**config.mk**
```make
export PLATFORM = sky130hd
export DESIGN_NAME = rmir_regs
export DESIGN_NICKNAME = d
export VERILOG_FILES = /design/src/inc/rmir_pkg.sv /design/src/hdl/rmir_regs.sv
export SDC_FILE = /design/constraint.sdc
export NUM_CORES = 1
export LEC_CHECK = 0
export ABC_AREA = 1
export BUFFER_PORTS_ARGS = -buffer_cell sky130_fd_sc_hd__clkbuf_2
export CORE_MARGIN = 8
export CORE_UTILIZATION = 40
export DETAILED_ROUTE_END_ITERATION = 10
export GPL_TIMING_DRIVEN = 0
export PLACE_DENSITY = 0.7
export SLEW_MARGIN = 40
export SYNTH_ARGS = -nofsm -noshare
export SYNTH_HDL_FRONTEND = slang
export SYNTH_SLANG_ARGS = --single-unit
```
**constraint.sdc**
```tcl
create_clock -name ref_clk -period 1.6 [get_ports ref_clk]
set_input_delay 0.16 -clock ref_clk [delete_from_list [all_inputs] [get_ports ref_clk]]
set_output_delay 0.16 -clock ref_clk [all_outputs]
set_load 0.005 [all_outputs]
```
**src/inc/rmir_pkg.sv**
```systemverilog
`default_nettype none
package rmir_pkg;

   // Bus geometry
   localparam int unsigned ADDR_W = 8;
   localparam int unsigned DATA_W = 32;
   localparam int unsigned IDX_LSB = 2;
   localparam int unsigned IDX_W = 6;

   // Register indices, byte address is four times the index
   localparam logic [IDX_W-1:0] IDX_CHIP_MODE_FIRST = 6'h02;
   localparam logic [IDX_W-1:0] IDX_CHIP_MODE_SECOND = 6'h03;
   localparam logic [IDX_W-1:0] IDX_PENDING_FLAGS = 6'h04;
   localparam logic [IDX_W-1:0] IDX_SUPPRESS_BITS = 6'h05;
   localparam logic [IDX_W-1:0] IDX_CHANNEL_FOUND = 6'h06;
   localparam logic [IDX_W-1:0] IDX_POLLING_CTRL = 6'h07;

   // First chip mode register fields
   localparam int unsigned BIT_OPERATING_MODE = 0;

   // Second chip mode register fields
   localparam int unsigned BIT_CONFIG_HOLD = 6;
   localparam int unsigned BIT_IRQ_POLARITY = 5;
   localparam int unsigned BIT_XTAL_TRIM = 4;
   localparam int unsigned BIT_QUEUE_INIT = 3;
   localparam int unsigned BIT_CLK_DATA_SEL = 2;
   localparam int unsigned BIT_IRQ_STROBE_SEL = 1;
   localparam int unsigned BIT_RUN_DATA_SEL = 0;

   // Polling control fields
   localparam int unsigned BIT_CONT_SEARCH = 3;
   localparam int unsigned BIT_ACTIVE_IDLE = 2;
   localparam int unsigned SCHEME_MSB = 1;
   localparam int unsigned SCHEME_LSB = 0;

   // Polling schemes
   localparam logic [1:0] SCHEME_CONST_ON_OFF = 2'h0;
   localparam logic [1:0] SCHEME_FAST_FALLBACK = 2'h1;
   localparam logic [1:0] SCHEME_MIXED = 2'h2;
   localparam logic [1:0] SCHEME_RESERVED = 2'h3;

   // Reset values
   localparam logic [7:0] RST_CHIP_MODE_FIRST = 8'h00;
   localparam logic [7:0] RST_CHIP_MODE_SECOND = 8'h00;
   localparam logic [7:0] RST_PENDING_FLAGS = 8'hff;
   localparam logic [7:0] RST_SUPPRESS_BITS = 8'h00;
   localparam logic [1:0] RST_CHANNEL_CODE = 2'h0;
   localparam logic [7:0] RST_POLLING_CTRL = 8'h00;

   // Bus answers
   localparam logic [1:0] RESP_OKAY = 2'h0;
   localparam logic [1:0] RESP_SLVERR = 2'h2;

   // Event flags, bit 7 down to bit 0
   typedef struct packed {
      logic message_end_cfg_b;
      logic message_id_hit_cfg_b;
      logic frame_sync_cfg_b;
      logic wakeup_hit_cfg_b;
      logic message_end_cfg_a;
      logic message_id_hit_cfg_a;
      logic frame_sync_cfg_a;
      logic wakeup_hit_cfg_a;
   } rmir_evt_s;

   // Shared pin drives
   typedef struct packed {
      logic clock_or_data;
      logic interrupt_or_strobe;
      logic running_or_data;
   } rmir_pins_s;

   // Mode controls towards the receiver core
   typedef struct packed {
      logic config_hold;
      logic crystal_trim_enable;
      logic queue_init_pulse;
      logic continuous_wakeup_search;
      logic polling_active_idle_enable;
      logic [1:0] polling_scheme;
      logic operating_mode_select;
   } rmir_ctrl_s;

   // Write channel states, gray along idle-addr-resp
   typedef enum logic [1:0] {
      WR_IDLE = 2'b00,
      WR_HAVE_ADDR = 2'b01,
      WR_RESP = 2'b11,
      WR_HAVE_DATA = 2'b10
   } rmir_wr_state_e;

   typedef enum logic {
      RD_IDLE = 1'b0,
      RD_DATA = 1'b1
   } rmir_rd_state_e;

   // Whole state of the block
   typedef struct packed {
      rmir_wr_state_e wr_state;
      logic [IDX_W-1:0] wr_idx;
      logic [7:0] wr_data;
      logic wr_strobe;
      logic [1:0] bresp;
      rmir_rd_state_e rd_state;
      logic [DATA_W-1:0] rdata;
      logic [1:0] rresp;
      logic [7:0] chip_mode_first;
      logic [7:0] chip_mode_second;
      rmir_evt_s pending_flags;
      logic [7:0] suppress_bits;
      logic [1:0] channel_code;
      logic [7:0] polling_ctrl;
      rmir_pins_s pins;
      rmir_ctrl_s ctrl;
   } rmir_state_s;

endpackage
`default_nettype wire

```
**src/hdl/rmir_regs.sv**
```systemverilog
// The AXI4-Lite interface to the registers is this design's own decision.
`timescale 1ns/1ps
`default_nettype none

// Summary of operation
// - Hold bit freezes config state in slave mode
// - Polarity bit selects interrupt active low/high
// - Trim enable bit drives crystal trimming
// - Queue init bit reinitialises FIFO per frame
// - Bit 2 muxes clock output or data
// - Bit 1 muxes interrupt or data strobe
// - Bit 0 muxes running flag or data
// - Reset sets all pending flags to one
// - Config B events high nibble, A low
// - Suppress bit one masks event, resets zero
// - Suppress bits align with pending flag bits
// - Channel code updates on polling wake-up
// - Channel code zero none, else channel
// - Bit 3 enables continuous wake-up search
// - Bit 2 enables polling active idle
// - Scheme field selects polling scheme
// - Mode bit selects slave or self-polling
module rmir_regs (
   // Clock, reset, enable
   input wire logic ref_clk,
   input wire logic resetn,
   input wire logic clk_en,
   // AXI4-Lite write address
   input wire logic [rmir_pkg::ADDR_W-1:0] s_axi_awaddr,
   input wire logic [2:0] s_axi_awprot,
   input wire logic s_axi_awvalid,
   output logic s_axi_awready,
   // AXI4-Lite write data
   input wire logic [rmir_pkg::DATA_W-1:0] s_axi_wdata,
   input wire logic [3:0] s_axi_wstrb,
   input wire logic s_axi_wvalid,
   output logic s_axi_wready,
   // AXI4-Lite write response
   output logic [1:0] s_axi_bresp,
   output logic s_axi_bvalid,
   input wire logic s_axi_bready,
   // AXI4-Lite read address
   input wire logic [rmir_pkg::ADDR_W-1:0] s_axi_araddr,
   input wire logic [2:0] s_axi_arprot,
   input wire logic s_axi_arvalid,
   output logic s_axi_arready,
   // AXI4-Lite read data
   output logic [rmir_pkg::DATA_W-1:0] s_axi_rdata,
   output logic [1:0] s_axi_rresp,
   output logic s_axi_rvalid,
   input wire logic s_axi_rready,
   // Events and signals from the receiver core
   input wire rmir_pkg::rmir_evt_s event_pulse,
   input wire logic wakeup_found,
   input wire logic [1:0] wakeup_channel,
   input wire logic frame_start,
   input wire logic clock_output_src,
   input wire logic rx_data,
   input wire logic rx_data_strobe,
   input wire logic rx_running,
   // Controls to the receiver core
   output rmir_pkg::rmir_ctrl_s mode_ctrl,
   // Shared output pins
   output rmir_pkg::rmir_pins_s pin_drive
);
   import rmir_pkg::*;

   rmir_state_s st_r;
   rmir_state_s st_nxt;
   logic aw_take;
   logic w_take;
   logic ar_take;
   logic [IDX_W-1:0] ar_idx;
   logic irq_level;
   logic irq_pin_level;
   logic [7:0] cms;
   logic [7:0] pol;

   // Handshakes, nothing is taken while frozen
   assign s_axi_awready = clk_en && (st_r.wr_state == WR_IDLE || st_r.wr_state == WR_HAVE_DATA);
   assign s_axi_wready = clk_en && (st_r.wr_state == WR_IDLE || st_r.wr_state == WR_HAVE_ADDR);
   assign s_axi_bvalid = (st_r.wr_state == WR_RESP);
   assign s_axi_bresp = st_r.bresp;
   assign s_axi_arready = clk_en && (st_r.rd_state == RD_IDLE);
   assign s_axi_rvalid = (st_r.rd_state == RD_DATA);
   assign s_axi_rresp = st_r.rresp;
   assign s_axi_rdata = st_r.rdata;
   assign aw_take = s_axi_awvalid && s_axi_awready;
   assign w_take = s_axi_wvalid && s_axi_wready;
   assign ar_take = s_axi_arvalid && s_axi_arready;
   assign ar_idx = s_axi_araddr[IDX_LSB +: IDX_W];

   // Registered outputs
   assign mode_ctrl = st_r.ctrl;
   assign pin_drive = st_r.pins;

   // Interrupt level from unmasked pending flags
   assign cms = st_r.chip_mode_second;
   assign pol = st_r.polling_ctrl;
   assign irq_level = |(st_r.pending_flags & ~st_r.suppress_bits);
   assign irq_pin_level = cms[BIT_IRQ_POLARITY] ? irq_level : ~irq_level;

   // Next state of the whole block
   always_comb begin
      st_nxt = st_r;
      if (clk_en) begin
         // Write address and data in either order
         case (st_r.wr_state)
            WR_IDLE: begin
               if (aw_take && w_take) begin
                  st_nxt.wr_state = WR_RESP;
               end else if (aw_take) begin
                  st_nxt.wr_state = WR_HAVE_ADDR;
               end else if (w_take) begin
                  st_nxt.wr_state = WR_HAVE_DATA;
               end
            end
            WR_HAVE_ADDR: begin
               if (w_take) begin
                  st_nxt.wr_state = WR_RESP;
               end
            end
            WR_HAVE_DATA: begin
               if (aw_take) begin
                  st_nxt.wr_state = WR_RESP;
               end
            end
            WR_RESP: begin
               if (s_axi_bready) begin
                  st_nxt.wr_state = WR_IDLE;
               end
            end
            default: begin
               st_nxt.wr_state = WR_IDLE;
            end
         endcase
         if (aw_take) begin
            st_nxt.wr_idx = s_axi_awaddr[IDX_LSB +: IDX_W];
         end
         if (w_take) begin
            st_nxt.wr_data = s_axi_wdata[7:0];
            st_nxt.wr_strobe = s_axi_wstrb[0];
         end

         // Commit the write on the edge both halves are held
         if (st_nxt.wr_state == WR_RESP && st_r.wr_state != WR_RESP) begin
            st_nxt.bresp = RESP_OKAY;
            case (st_nxt.wr_idx)
               IDX_CHIP_MODE_FIRST: begin
                  if (st_nxt.wr_strobe) begin
                     st_nxt.chip_mode_first = st_nxt.wr_data;
                  end
               end
               IDX_CHIP_MODE_SECOND: begin
                  if (st_nxt.wr_strobe) begin
                     st_nxt.chip_mode_second = st_nxt.wr_data;
                  end
               end
               IDX_SUPPRESS_BITS: begin
                  if (st_nxt.wr_strobe) begin
                     st_nxt.suppress_bits = st_nxt.wr_data;
                  end
               end
               IDX_POLLING_CTRL: begin
                  if (st_nxt.wr_strobe) begin
                     st_nxt.polling_ctrl = st_nxt.wr_data;
                  end
               end
               IDX_PENDING_FLAGS, IDX_CHANNEL_FOUND: begin
                  st_nxt.bresp = RESP_OKAY; // Read-only, write ignored
               end
               default: begin
                  st_nxt.bresp = RESP_SLVERR;
               end
            endcase
         end

         // Read channel, data latched at the address handshake
         case (st_r.rd_state)
            RD_IDLE: begin
               if (ar_take) begin
                  st_nxt.rd_state = RD_DATA;
                  st_nxt.rdata = '0;
                  st_nxt.rresp = RESP_OKAY;
                  case (ar_idx)
                     IDX_PENDING_FLAGS: begin
                        st_nxt.rdata[7:0] = st_r.pending_flags;
                        st_nxt.pending_flags = '0;
                     end
                     IDX_CHANNEL_FOUND: begin
                        st_nxt.rdata[1:0] = st_r.channel_code;
                     end
                     IDX_CHIP_MODE_FIRST, IDX_CHIP_MODE_SECOND, IDX_SUPPRESS_BITS,
                     IDX_POLLING_CTRL: begin
                        st_nxt.rresp = RESP_OKAY; // Write-only, reads zero
                     end
                     default: begin
                        st_nxt.rresp = RESP_SLVERR;
                     end
                  endcase
               end
            end
            RD_DATA: begin
               if (s_axi_rready) begin
                  st_nxt.rd_state = RD_IDLE;
               end
            end
            default: begin
               st_nxt.rd_state = RD_IDLE;
            end
         endcase

         // New events set flags, winning over a read clear
         st_nxt.pending_flags = st_nxt.pending_flags | event_pulse;

         // Channel code caught on a self-polling wake-up
         if (wakeup_found && st_r.chip_mode_first[BIT_OPERATING_MODE]) begin
            st_nxt.channel_code = wakeup_channel;
         end

         // Mode controls
         st_nxt.ctrl.operating_mode_select = st_r.chip_mode_first[BIT_OPERATING_MODE];
         st_nxt.ctrl.config_hold = cms[BIT_CONFIG_HOLD] &&
            !st_r.chip_mode_first[BIT_OPERATING_MODE];
         st_nxt.ctrl.crystal_trim_enable = cms[BIT_XTAL_TRIM];
         st_nxt.ctrl.queue_init_pulse = frame_start && cms[BIT_QUEUE_INIT];
         st_nxt.ctrl.continuous_wakeup_search = pol[BIT_CONT_SEARCH];
         st_nxt.ctrl.polling_active_idle_enable = pol[BIT_ACTIVE_IDLE];
         // Reserved scheme falls back to constant on/off
         if (pol[SCHEME_MSB:SCHEME_LSB] == SCHEME_RESERVED) begin
            st_nxt.ctrl.polling_scheme = SCHEME_CONST_ON_OFF;
         end else begin
            st_nxt.ctrl.polling_scheme = pol[SCHEME_MSB:SCHEME_LSB];
         end

         // Shared pin functions
         st_nxt.pins.clock_or_data = cms[BIT_CLK_DATA_SEL] ? rx_data : clock_output_src;
         st_nxt.pins.interrupt_or_strobe = cms[BIT_IRQ_STROBE_SEL] ? rx_data_strobe :
            irq_pin_level;
         st_nxt.pins.running_or_data = cms[BIT_RUN_DATA_SEL] ? rx_data : rx_running;
      end
   end

   // State register
   always_ff @(posedge ref_clk or negedge resetn) begin
      if (!resetn) begin
         st_r.wr_state <= WR_IDLE;
         st_r.wr_idx <= '0;
         st_r.wr_data <= '0;
         st_r.wr_strobe <= 1'b0;
         st_r.bresp <= RESP_OKAY;
         st_r.rd_state <= RD_IDLE;
         st_r.rdata <= '0;
         st_r.rresp <= RESP_OKAY;
         st_r.chip_mode_first <= RST_CHIP_MODE_FIRST;
         st_r.chip_mode_second <= RST_CHIP_MODE_SECOND;
         st_r.pending_flags <= RST_PENDING_FLAGS;
         st_r.suppress_bits <= RST_SUPPRESS_BITS;
         st_r.channel_code <= RST_CHANNEL_CODE;
         st_r.polling_ctrl <= RST_POLLING_CTRL;
         st_r.pins <= '0; // Interrupt shown active low at reset
         st_r.ctrl <= '0;
      end else begin
         st_r <= st_nxt;
      end
   end

endmodule // rmir_regs
`default_nettype wire

```
Yosys cells after proc, flatten, opt, wreduce, memory -nomap -nowiden:

Cells that the tools add are included.

* muxes and demuxes: 28
* reduce and logical (&&, ||, !) cells: 25
* bitwise operators: 5
* eq/ne operators: 18

Operators by type and width (count)
* 6-bit by 3-bit equality test with 1-bit output, second input constant: 8
* 35-bit 2-to-1 mux: 1
* 8-bit 2-to-1 mux: 4
* 6-bit by 2-bit equality test with 1-bit output, second input constant: 4
* 2-bit 2-to-1 mux: 10
* 6-bit 2-to-1 mux: 3
* 9-bit 2-to-1 mux: 2
* 4-bit AND reduction: 4
* 6-bit OR reduction: 2
* 1-bit logical AND: 11
* 8-bit AND: 1
* 2-bit equality test, second input constant: 4
* 8-bit NOT: 1
* 8-bit bitwise OR: 1
* 2-bit case mux with 4 select lines: 1
* 8-bit OR reduction: 1
* 1-bit 2-to-1 mux: 5
* 2-bit case mux with 2 select lines: 1
* 2-bit AND reduction: 2
* 3-bit AND reduction: 1
* 2-bit by 1-bit equality test with 1-bit output, second input constant: 1
* 2-bit zero test: 1
* 1-bit logical OR: 2
* 2-bit != test, second input constant: 1
* other kinds (3): 4

* register bits after elaboration: 71
* logic and storage cells: 107

Logic depth before layout (Yosys ltp):

Gate-level depths: netlist (run 1).

* depth after elaboration: 12
* mapped depth: 12

Worst setup path before layout (run 1):

No wires, ideal clock.

* kind: register to register
* start: reg st_r[105] (netlist name)
* end: reg st_r, in the netlist cms[3]
* period minus slack after synthesis: 1.603 ns
* required time: 1.481 ns
* buffers on the path: 2
* stages on the path, launching flop included: 13
* data arrival time: 1.484 ns
* setup slack: -0.003 ns
* library setup time: 0.119 ns
* cell sequence: dfrtp_1 > inv_2 > nand3_4 > buf_6 > nand2_1 > nand2_2 > inv_2 > nand2_1 > nor2_2 > nand2_2 > buf_6 > nand2_1 > o21ai_2

* word-level cells in the longest chain between the ends: 12
* elaborated cells on any way between the ends: 28

RTL lines
* from (decl): RTL line rmir_regs.sv:68 `rmir_state_s st_r;`
* from (signal assigned): RTL line rmir_regs.sv:264 `st_r <= st_nxt;`
* 2-bit by 1-bit equality test with 1-bit output or 2-bit zero test (tied branches): RTL line rmir_regs.sv:81, rmir_regs.sv:108, rmir_regs.sv:80
* 1-bit logical OR: RTL line rmir_regs.sv:81 `assign s_axi_wready = clk_en && (st_r.wr_state == WR_IDLE || st_r.wr_state == WR_HAVE_ADDR);`
* 1-bit logical AND: RTL line rmir_regs.sv:81
* 1-bit logical AND: RTL line rmir_regs.sv:89 `assign w_take = s_axi_wvalid && s_axi_wready;`
* 2-bit 2-to-1 mux: RTL line rmir_regs.sv:114 `end else if (w_take) begin`
* 2-bit 2-to-1 mux: RTL line rmir_regs.sv:112 `end else if (aw_take) begin`
* 2-bit 2-to-1 mux: RTL line rmir_regs.sv:110 `if (aw_take && w_take) begin`
* 2-bit case mux with 4 select lines: RTL line rmir_regs.sv:108 `case (st_r.wr_state)`
* 2-bit 2-to-1 mux: RTL line rmir_regs.sv:106 `if (clk_en) begin`
* 2-bit equality test: RTL line rmir_regs.sv:146 `if (st_nxt.wr_state == WR_RESP && st_r.wr_state != WR_RESP) begin`
* 1-bit logical AND: RTL line rmir_regs.sv:146
* 4-bit AND reduction (no source line)

Several ways; a longest one is shown, not always the timed one. The select of a mux whose other input is x is not followed.
A chain may end at the register's enable or synchronous reset.

Worst setup path in the final report (run 1):

* start: reg st_r[105] (netlist name)
* end: reg st_r[25] (netlist name)

The elaborated chain is that of the path after synthesis.

==> results of run 1 <==
logic make-up (layout without fill, tap and decap cells):
| logic type | count (synthesis) | count (layout) | share of synthesized area [%] |
|---|---|---|---|
| AO/OA/AOI/OAI | 49 | 49 | 9.120 |
| buffers and inverters | 102 | 203 | 16.83 |
| flip-flops | 69 | 69 | 50.24 |
| multiplexers | 4 | 4 | 1.231 |
| other | 1 | 26 | 0.1085 |
| AND/OR/NAND/NOR | 178 | 178 | 22.48 |
worst reg2reg max path, delay by kind of cell, from the launching register on:
family,cells,cell delay (ns)
and+or+nand+nor,6,0.57
buffers and inverters,4,0.48
DFF,1,0.40
AOI/OAI and AO/OA,2,0.11
synthesized netlist by cell type, drive strengths merged:
master,n
mux2i,2
dfstp,8
inv,47
clkbuf,5
or2,1
nand2,133
o21ai,45
nor4,1
nand4,4
o31ai,1
nand3,18
nor2,19
nor3b,1
o211ai,3
mux2,2
and3,1
conb,1
buf,50
dfrtp,61
registers in the layout, indices dropped and copies added, names as in the netlist:
| name | flops |
|---|---|
| st_r | 36 |
| mode_ctrl | 8 |
| s_axi_rdata | 8 |
| cms | 7 |
| pol | 4 |
| pin_drive | 3 |
| s_axi_bresp | 1 |
| s_axi_rresp | 1 |
| s_axi_rvalid | 1 |
layer usage:
layer  track usage [%]  routed length, um
met5                 0                  0
met4             5.279                 97
met3             4.314                702
met2             23.44               4156
met1             15.99               3232
area by class of cell:
type / count / area, um2 / share of cell area, %
well taps: 108 / 135.1 / 2.896
inverters: 47 / 181.4 / 3.888
plain buffers: 55 / 414.1 / 8.876
multi-input cells: 257 / 1433 / 30.71
flip-flops and latches: 69 / 1738 / 37.25
clock buffers: 10 / 137.6 / 2.950
clock inverters: 6 / 70.07 / 1.502
repair buffers: 85 / 556.8 / 11.93
how the worst max path moves through the flow:
stage,startpoint,endpoint,cells past startpoint
after global routing,st_r[105],st_r[25],12
after detailed placement,st_r[106],st_r[45],8
after CTS,st_r[105],cms[3],10
final,st_r[105],st_r[25],12
after floorplan,st_r[105],cms[3],12
after global placement,resetn,st_r[105],1
through the flow:
stage          hold slack (ns)  instance area [um2]  util [%]  setup TNS, ns
2_1_floorplan          -0.1356                 3552         -              0
3_3_place_gp            0.3821                 4038     47.22         -7.836
3_5_place_dp            0.2001                 4046     47.32         -2.302
4_1_cts                0.02329                 4486     52.46        -0.6281
5_1_grt                0.02891                 4666     54.57         -1.857
6_report               0.03576                 4666     54.57        -0.4867
power breakdown:
part           internal, uW  switching, uW  leakage [uW]
clock                   773            702     0.0000955
sequential             2000            138      0.000879
combinational           648            894       0.00161
total                  3420           1730       0.00258
timing repair:
item,in CTS,in global routing
endpoints found under the hold margin,61,0
pin swaps,10,10
endpoints found under the setup margin,21,21
resized for setup,28,35
gates cloned,1,1
hold buffers,1,0
buffers inserted,9,3
==> results.sh, run 1 <==
export IMPL_hold_viol_final=0
export IMPL_syn_inst=403
export IMPL_powerDensity_nw_per_um2=1105
export IMPL_ys_warn_count=0
export IMPL_synthToLayoutAreaGrowth_pct=34.96
export IMPL_layout_commonest_cell="nand2_1"
export IMPL_min_path_type="input port to flip-flop"
export IMPL_ant_nets=0
export IMPL_vias_per_cell=4.392
export IMPL_gp_congestion=0.7376
export IMPL_cp_required_ns=1.83
export IMPL_fmax_mhz=603.7
export IMPL_slowest_delay_ns=0.40
export IMPL_status="finished, violations left"
export IMPL_rsz0062_at_grt="yes"
export IMPL_worstHoldStart="event_pulse[1]"
export IMPL_violations="negative setup slack"
export IMPL_htree_num_levels=3
export IMPL_nets=606
export IMPL_relSlewSlack_pct=63.73
export IMPL_min_to="st_r[30]"
export IMPL_num_fill_cells=773
export IMPL_die_area_um2=11870
export IMPL_cts_root_buf="clkbuf_8"
export IMPL_io_pins=134
export IMPL_synth_area_top_cells="dfrtp_1 44%, nand2_1 14%, buf_4 10%, dfstp_2 6.1%, inv_1 4.7%"
export IMPL_die_y_um=109.0
export IMPL_fin_skew_ns=0.01245
export IMPL_crit_type="flip-flop to flip-flop"
export IMPL_yosysTopAreaCell="dfrtp_1"
export IMPL_num_vias=2798
export IMPL_setup_viol=15
export IMPL_period_share_pct=103.5
export IMPL_leakagePower_uw=0.002583
export IMPL_wl_um=8189
export IMPL_clk_latency_ns=0.34
export IMPL_row_count=34
export IMPL_drt_drc_violations_left=0
export IMPL_syn_cell_area_um2=3457
export IMPL_drt_iter0_drc=88
export IMPL_clkTransAtPathRegs_ns=0.08
export IMPL_cp_start_kind="flip-flop"
export IMPL_overflow=0
export IMPL_worst_path_max_fanout=6
export IMPL_grt_max_degree=70
export IMPL_final_max_slew_viol_count=0
export IMPL_worstMarginPinSlew_ns=0.5441
export IMPL_cap_violations=0
export IMPL_cts_buffer_depth=2
export IMPL_grt_pass1_vias=2697
export IMPL_critical_path_reg2reg_startpoint="st_r[105]"
export IMPL_antenna_found_initial=0
export IMPL_cts_sinks=69
export IMPL_setup_slack_ns=-0.05632
export IMPL_ys_types=29
export IMPL_first_pass_iters=4
export IMPL_worst_path_buf_inv=4
export IMPL_final_cell_mix="97 x nand2_1, 70 x clkbuf_2, 60 x dfrtp_1, 54 x buf_4, 42 x inv_1"
export IMPL_synth_top_area_share_pct=44.15
export IMPL_vdd_ir_drop_worst_uv=477.5
export IMPL_dieWidth_um=109.0
export IMPL_grt_usage_pct=13.83
export IMPL_ys_seq_elements=69
export IMPL_grt_pass1_wl_um=12940
export IMPL_hold_path_cell_count=3
export IMPL_rrSetupSlack_ns=-0.06
export IMPL_pre_cts_ws_ns=-0.2130
export IMPL_portBuffers=70
export IMPL_reg2reg_to="st_r[25]"
export IMPL_r2r_cells=12
export IMPL_core_area_um2=8551
export IMPL_start_util_pct=40.43
export IMPL_cp_cell_sequence="inv_2 -> nand3_4 -> buf_6 -> buf_12 -> nand2_4 -> o21ai_4 -> nand2_2 -> nor2_4 -> nand2_4 -> buf_12 -> nand2_2 -> o21ai_2"
export IMPL_antenna_cells=0
export IMPL_min_period_ns=1.656
export IMPL_critPathTopFamily="simple AND/OR/NAND/NOR gates"
export IMPL_drive_gt1_share_pct=43.86
export IMPL_wl_per_cell_um=12.86
export IMPL_numPlacedInstances=606
export IMPL_cp_arrival_ns=1.89
export IMPL_syn_avg_cell_area_um2=8.578
export IMPL_fin_cells=637
export IMPL_slowest_stage="dfrtp_2"
export IMPL_cp_end_kind="flip-flop"
export IMPL_tritoncts="done"
export IMPL_fin_total_pwr_uw=5156
export IMPL_cts_buffers=9
export IMPL_seq_area_frac_synth_pct=50.24
export IMPL_dpl_hpwl_um=5963
No activity file was read; power rests on OpenSTA's default activity.
==> inputs of run 2 (changes only) <==
Settings changed: BUFFER_PORTS_ARGS -buffer_cell sky130_fd_sc_hd__clkbuf_2 to -buffer_cell sky130_fd_sc_hd__buf_2.
==> results.sh, run 2 (synthesized netlist as in run 1, its figures left out) <==
export IMPL_rsz0062_at_grt="yes"
export IMPL_start_util_pct=40.43
export IMPL_worstMarginPinSlew_ns=0.5506
export IMPL_antenna_found_initial=0
export IMPL_layout_commonest_cell="nand2_1"
export IMPL_grt_pass1_wl_um=14170
export IMPL_cp_arrival_ns=1.92
export IMPL_dpl_cell_area_um2=4060
export IMPL_drive_gt1_share_pct=45.44
export IMPL_cts_buffer_depth=2
export IMPL_hold_path_cell_count=3
export IMPL_die_area_um2=11870
export IMPL_final_cell_mix="98 x nand2_1, 69 x buf_2, 60 x dfrtp_1, 57 x buf_4, 40 x inv_1"
export IMPL_largest_reg_flops=36
export IMPL_drt_iter0_drc=94
export IMPL_cp_end_kind="flip-flop"
export IMPL_final_max_slew_viol_count=0
export IMPL_tns_ns=-1.531
export IMPL_cts_root_buf="clkbuf_8"
export IMPL_hold_viol_final=0
export IMPL_portBuffers=70
export IMPL_first_pass_iters=6
export IMPL_path_depth=12
export IMPL_setup_viol=20
export IMPL_synthToLayoutAreaGrowth_pct=37.39
export IMPL_antenna_cells=0
export IMPL_r2r_cells=12
export IMPL_cap_violations=0
export IMPL_htree_num_levels=3
export IMPL_wl_um=8781
export IMPL_gp_congestion=0.7568
export IMPL_grt_pass1_vias=2956
export IMPL_fin_cells=645
export IMPL_postLayoutCellArea_um2=4750
export IMPL_vias_per_cell=4.496
export IMPL_core_area_um2=8551
export IMPL_drt_drc_violations_left=0
export IMPL_vdd_ir_drop_worst_uv=541.5
export IMPL_fmax_mhz=592.1
export IMPL_die_y_um=109.0
export IMPL_dpl_hpwl_um=6022
export IMPL_cts_buffers=9
export IMPL_num_fill_cells=782
export IMPL_wl_per_cell_um=13.61
export IMPL_slowest_stage="dfrtp_2"
export IMPL_clk_latency_ns=0.35
export IMPL_numPlacedInstances=607
export IMPL_worst_path_max_fanout=4
export IMPL_tritoncts="done"
export IMPL_num_vias=2900
export IMPL_cp_cell_sequence="inv_2 -> nand3_4 -> buf_6 -> nand2_1 -> nand2_2 -> inv_2 -> nand2_2 -> nor2_4 -> nand2_4 -> buf_6 -> nand2_2 -> o21ai_2"
export IMPL_row_count=34
export IMPL_cp_required_ns=1.83
export IMPL_powerDensity_nw_per_um2=1156
export IMPL_grt_max_degree=42
export IMPL_setup_slack_ns=-0.08895
export IMPL_status="finished, violations left"
export IMPL_cts_sinks=69
export IMPL_fin_skew_ns=0.01036
export IMPL_violations="negative setup slack"
export IMPL_cp_start_kind="flip-flop"
export IMPL_min_path_type="input port to flip-flop"
export IMPL_relSlewSlack_pct=63.29
export IMPL_dieWidth_um=109.0
export IMPL_clkTransAtPathRegs_ns=0.08
export IMPL_crit_type="flip-flop to flip-flop"
export IMPL_io_pins=134
export IMPL_fin_total_pwr_uw=5491
export IMPL_largest_register="st_r"
export IMPL_period_share_pct=105.6
export IMPL_ant_nets=0
export IMPL_grt_usage_pct=15.18
export IMPL_worst_path_buf_inv=4
export IMPL_nets=614
export IMPL_leakagePower_uw=0.002637
export IMPL_slowest_delay_ns=0.43
export IMPL_critPathTopFamily="simple AND/OR/NAND/NOR gates"
export IMPL_holdWs_ns=0.02661
export IMPL_overflow=0
export IMPL_path_common_cell="nand2_2"
export IMPL_min_period_ns=1.689
==> run 2: cell types whose count changed in the layout (fill, tap and decap cells not counted), moves of 3 or more <==
cell and delta:
buf_4 +3, nand2_2 +4, nand2_4 -6, buf_6 +8, clkbuf_2 -69, buf_2 +69
==> run 2: report_power, final <==
group / internal [uW] / total (uW) / switching (uW)
sequential: 2000 / 2140 / 139
combinational: 664 / 1600 / 932
clock: 1040 / 1750 / 712
total: 3710 / 5490 / 1780
==> run 2: path summary, 6_finish.rpt <==
| path | start | to | slack [ns] |
|---|---|---|---|
| setup / recovery | st_r[105] | st_r[23] | -0.09 |
| hold / removal | s_axi_wdata[2] | st_r[93] | 0.03 |
| setup reg to reg | st_r[105] | st_r[23] | -0.09 |
| hold reg to reg | st_r[92] | st_r[92] | 0.48 |
| max in group asynchronous | resetn | st_r[33] | 0.74 |
| min in group asynchronous | resetn | s_axi_rresp[1] | 0.27 |
==> run 2: layout make-up <==
class / instances / area (um2) / area share (%)
buffer: 55 / 410.4 / 8.641
clock buffer: 9 / 123.9 / 2.608
clock inverter: 7 / 122.6 / 2.582
inverter: 47 / 178.9 / 3.767
multi-input combinational: 257 / 1421 / 29.93
sequential: 69 / 1738 / 36.59
tap: 108 / 135.1 / 2.845
timing repair buffer: 93 / 619.3 / 13.04
==> run 2: metal layers <==
layer | track usage [%] | share of wire, % | vias to the layer above
li1 | - | - | 1446
met1 | 17.18 | 38 | 1357
met2 | 26.82 | 51 | 84
met3 | 4.551 | 9.1 | 13
met4 | 4.692 | 1.2 | 0
met5 | 0 | 0 | -
==> run 2: metrics by stage <==
stage               utilization, %  setup WS (ns)
finish                       55.55       -0.08895
global route                 55.55        -0.1582
CTS                          54.61       -0.01904
detailed placement           47.48        -0.1838
global placement             47.22        -0.1997
floorplan                        -        0.01375
==> run 2: timing repair <==
action / 4_1_cts / 5_1_grt
setup endpoints to repair: 21 / 21
hold buffers: 1 / 0
pin swaps: 12 / 11
gates resized for setup: 47 / 24
hold endpoints to repair: 25 / 0
setup buffers: 18 / 1
gates cloned: 2 / 0
==> run 2: worst min-delay path: cells and delay by family <==
family | cells | cell delay [ns]
AND/OR/NAND/NOR | 2 | 0.10
buffers and inverters | 1 | 0.07
==> inputs of run 3 (changes only) <==
Settings changed: ABC_AREA 1 to not set, PLACE_DENSITY 0.7 to 0.68.
Clock period 1.6 ns to 2.07 ns, I/O delays scaled along.
==> results.sh, run 3 <==
export IMPL_status="finished clean"
export IMPL_wl_per_cell_um=13.95
export IMPL_hold_path_cell_count=2
export IMPL_numPlacedInstances=499
export IMPL_cp_end_kind="flip-flop"
export IMPL_cp_arrival_ns=2.22
export IMPL_row_count=33
export IMPL_yosysMostFrequentCell="dfrtp_1"
export IMPL_largest_reg_flops=36
export IMPL_worst_path_max_fanout=8
export IMPL_min_path_type="input port to flip-flop"
export IMPL_core_area_um2=8093
export IMPL_die_area_um2=11390
export IMPL_cts_root_buf="clkbuf_8"
export IMPL_synthToLayoutAreaGrowth_pct=26.87
export IMPL_cts_buffer_depth=2
export IMPL_reg2reg_to="st_r[27]"
export IMPL_cts_sinks=69
export IMPL_dieWidth_um=106.7
export IMPL_num_vias=2323
export IMPL_relSlewSlack_pct=58.18
export IMPL_drive_gt1_share_pct=46.76
export IMPL_layout_commonest_cell="buf_2"
export IMPL_final_cell_mix="69 x buf_2, 61 x dfrtp_1, 54 x buf_4, 41 x nand2_1, 28 x mux2_2"
export IMPL_swShare_pct=28.07
export IMPL_syn_inst=298
export IMPL_cp_required_ns=2.28
export IMPL_powerDensity_nw_per_um2=965.2
export IMPL_clkTransAtPathRegs_ns=0.07
export IMPL_setup_viol=0
export IMPL_overflow=0
export IMPL_fin_cells=522
export IMPL_syn_avg_cell_area_um2=11.05
export IMPL_cp_start_kind="flip-flop"
export IMPL_crit_type="flip-flop to flip-flop"
export IMPL_gp_congestion=0.7804
export IMPL_yosys_top_cells_count="61 x dfrtp_1, 47 x buf_4, 41 x nand2_1"
export IMPL_fin_skew_ns=0.007206
export IMPL_power_switching_uw=1132
export IMPL_rrSetupSlack_ns=0.07
export IMPL_vdd_ir_drop_worst_uv=492.9
export IMPL_tritoncts="done"
export IMPL_ys_warn_count=0
export IMPL_yosysTopAreaCell="dfrtp_1"
export IMPL_largest_register="st_r"
export IMPL_grt_pass1_wl_um=11910
export IMPL_die_y_um=106.7
export IMPL_cap_violations=0
export IMPL_dpl_cell_area_um2=3901
export IMPL_nets=494
export IMPL_fmax_mhz=499.3
export IMPL_antenna_cells=0
export IMPL_final_util_pct=51.61
export IMPL_syn_cell_area_um2=3292
export IMPL_vias_per_cell=4.450
export IMPL_synth_area_top_cells="dfrtp_1 46%, buf_4 11%, mux2_2 9.6%, dfstp_2 6.4%, nand2_1 4.7%"
export IMPL_tns_ns=0
export IMPL_critical_path_reg2reg_startpoint="st_r[105]"
export IMPL_seqPwrFrac_pct=45.9
export IMPL_synth_edf_count=0
export IMPL_worstHoldStart="s_axi_bready"
export IMPL_synth_top_flop_cell="dfrtp_1"
export IMPL_ys_seq_elements=69
export IMPL_antenna_found_initial=0
export IMPL_ys_types=39
export IMPL_cts_buffers=9
export IMPL_clk_latency_ns=0.33
export IMPL_portBuffers=70
export IMPL_grt_usage_pct=13.03
export IMPL_grt_pass1_vias=2461
export IMPL_synthArstFlopShare_pct=100.0
export IMPL_seq_area_frac_synth_pct=52.76
export IMPL_wl_um=7280
export IMPL_leakagePower_uw=0.002233
export IMPL_drt_iter0_drc=96
export IMPL_htree_num_levels=3
export IMPL_clkPwrFrac_pct=28.0
export IMPL_r2r_cells=6
export IMPL_period_share_pct=96.76
export IMPL_postLayoutCellArea_um2=4177
export IMPL_rsz0062_at_grt="yes"
export IMPL_io_pins=134
export IMPL_worstMarginPinSlew_ns=0.6272
export IMPL_min_to="st_r[106]"
export IMPL_power_internal_uw=2900
export IMPL_final_max_slew_viol_count=0
export IMPL_ant_nets=0
export IMPL_first_pass_iters=4
export IMPL_dpl_hpwl_um=5583
export IMPL_drt_drc_violations_left=0
export IMPL_grt_max_degree=46
export IMPL_hold_viol_final=0
export IMPL_min_period_ns=2.003
export IMPL_power_frac_comb_pct=26.1
export IMPL_synth_top_area_share_pct=46.37
export IMPL_start_util_pct=40.68
run 3: changes by cell type after synthesis, sizes merged, moves of 3 or more:
cell	change
nand3	-12
o211ai	-3
a21oi	+5
nand3b	+7
o22ai	+4
o21ai	-24
nor2	-8
inv	-36
nand4	-4
nand2b	+3
nand2	-91
mux2	+34
run 3: final cells by class:
type / instances / area (um2)
Buffer: 55 / 390.4
Clock buffer: 11 / 151.4
Clock inverter: 5 / 57.56
Fill cell: 750 / 3916
Inverter: 11 / 41.29
Multi-Input combinational cell: 187 / 1221
Sequential cell: 69 / 1737
Tap cell: 105 / 131.4
Timing Repair Buffer: 79 / 446.7
run 3: cell families (layout without fill, tap and decap cells):
group	Yosys count	after routing	share of synthesized area [%]
compound gates	40	40	7.374
xor+xnor	1	1	0.2661
buf+inv	67	161	13.45
flops	69	69	52.76
mux	40	40	14.44
other cells	1	26	0.1139
simple gates	80	80	11.59
run 3: worst max-delay path: stages (launching register included):
cell and delay [ns]:
dfrtp_1 0.37, and3b_2 0.25, or4_4 0.45, a21boi_2 0.17
and3_1 0.18, buf_6 0.16, mux2_4 0.30
run 3: worst max path at each step:
stage	cells after the start	to	start	slack (ns)
after floorplan	7	st_r[21]	st_r[105]	0.07
after global placement	6	st_r[26]	st_r[105]	-0.09
after detailed placement	6	st_r[25]	st_r[105]	-0.16
after CTS	7	st_r[21]	st_r[105]	0.006
after global routing	6	cms[1]	st_r[106]	-0.01
final	6	st_r[27]	st_r[105]	0.07
run 3: per-layer routing:
layer / wire length, um / global-route usage (%) / share of wire (%)
met1: 3279 / 16.13 / 45
met2: 3368 / 21.05 / 46
met3: 540 / 4.199 / 7.4
met4: 91 / 4.221 / 1.3
met5: 0 / 0 / 0
run 3: repair_timing:
action,CTS,global route
resized for setup,2,2
setup endpoints to repair,19,19
hold buffers,1,0
pin swaps,1,0
setup buffers,4,3
endpoints found under the hold margin,24,0
run 3: stage by stage:
stage	total power, uW	setup WS (ns)	hold WS [ns]
finish	4031	0.06700	0.06909
global route	4309	-0.01072	0.07000
CTS	4073	0.006434	0.05661
detailed placement	2889	-0.1600	0.08447
global placement	2831	-0.09175	0.4074
floorplan	2541	0.07375	-0.08859
run 3: power groups by stage:
stage / logic [uW] / clock network [uW] / registers, uW
finish: 1050 / 1130 / 1850
global route: 1180 / 1230 / 1890
CTS: 1060 / 1160 / 1850
detailed placement: 1010 / 0 / 1880
global placement: 969 / 0 / 1860
floorplan: 721 / 0 / 1820
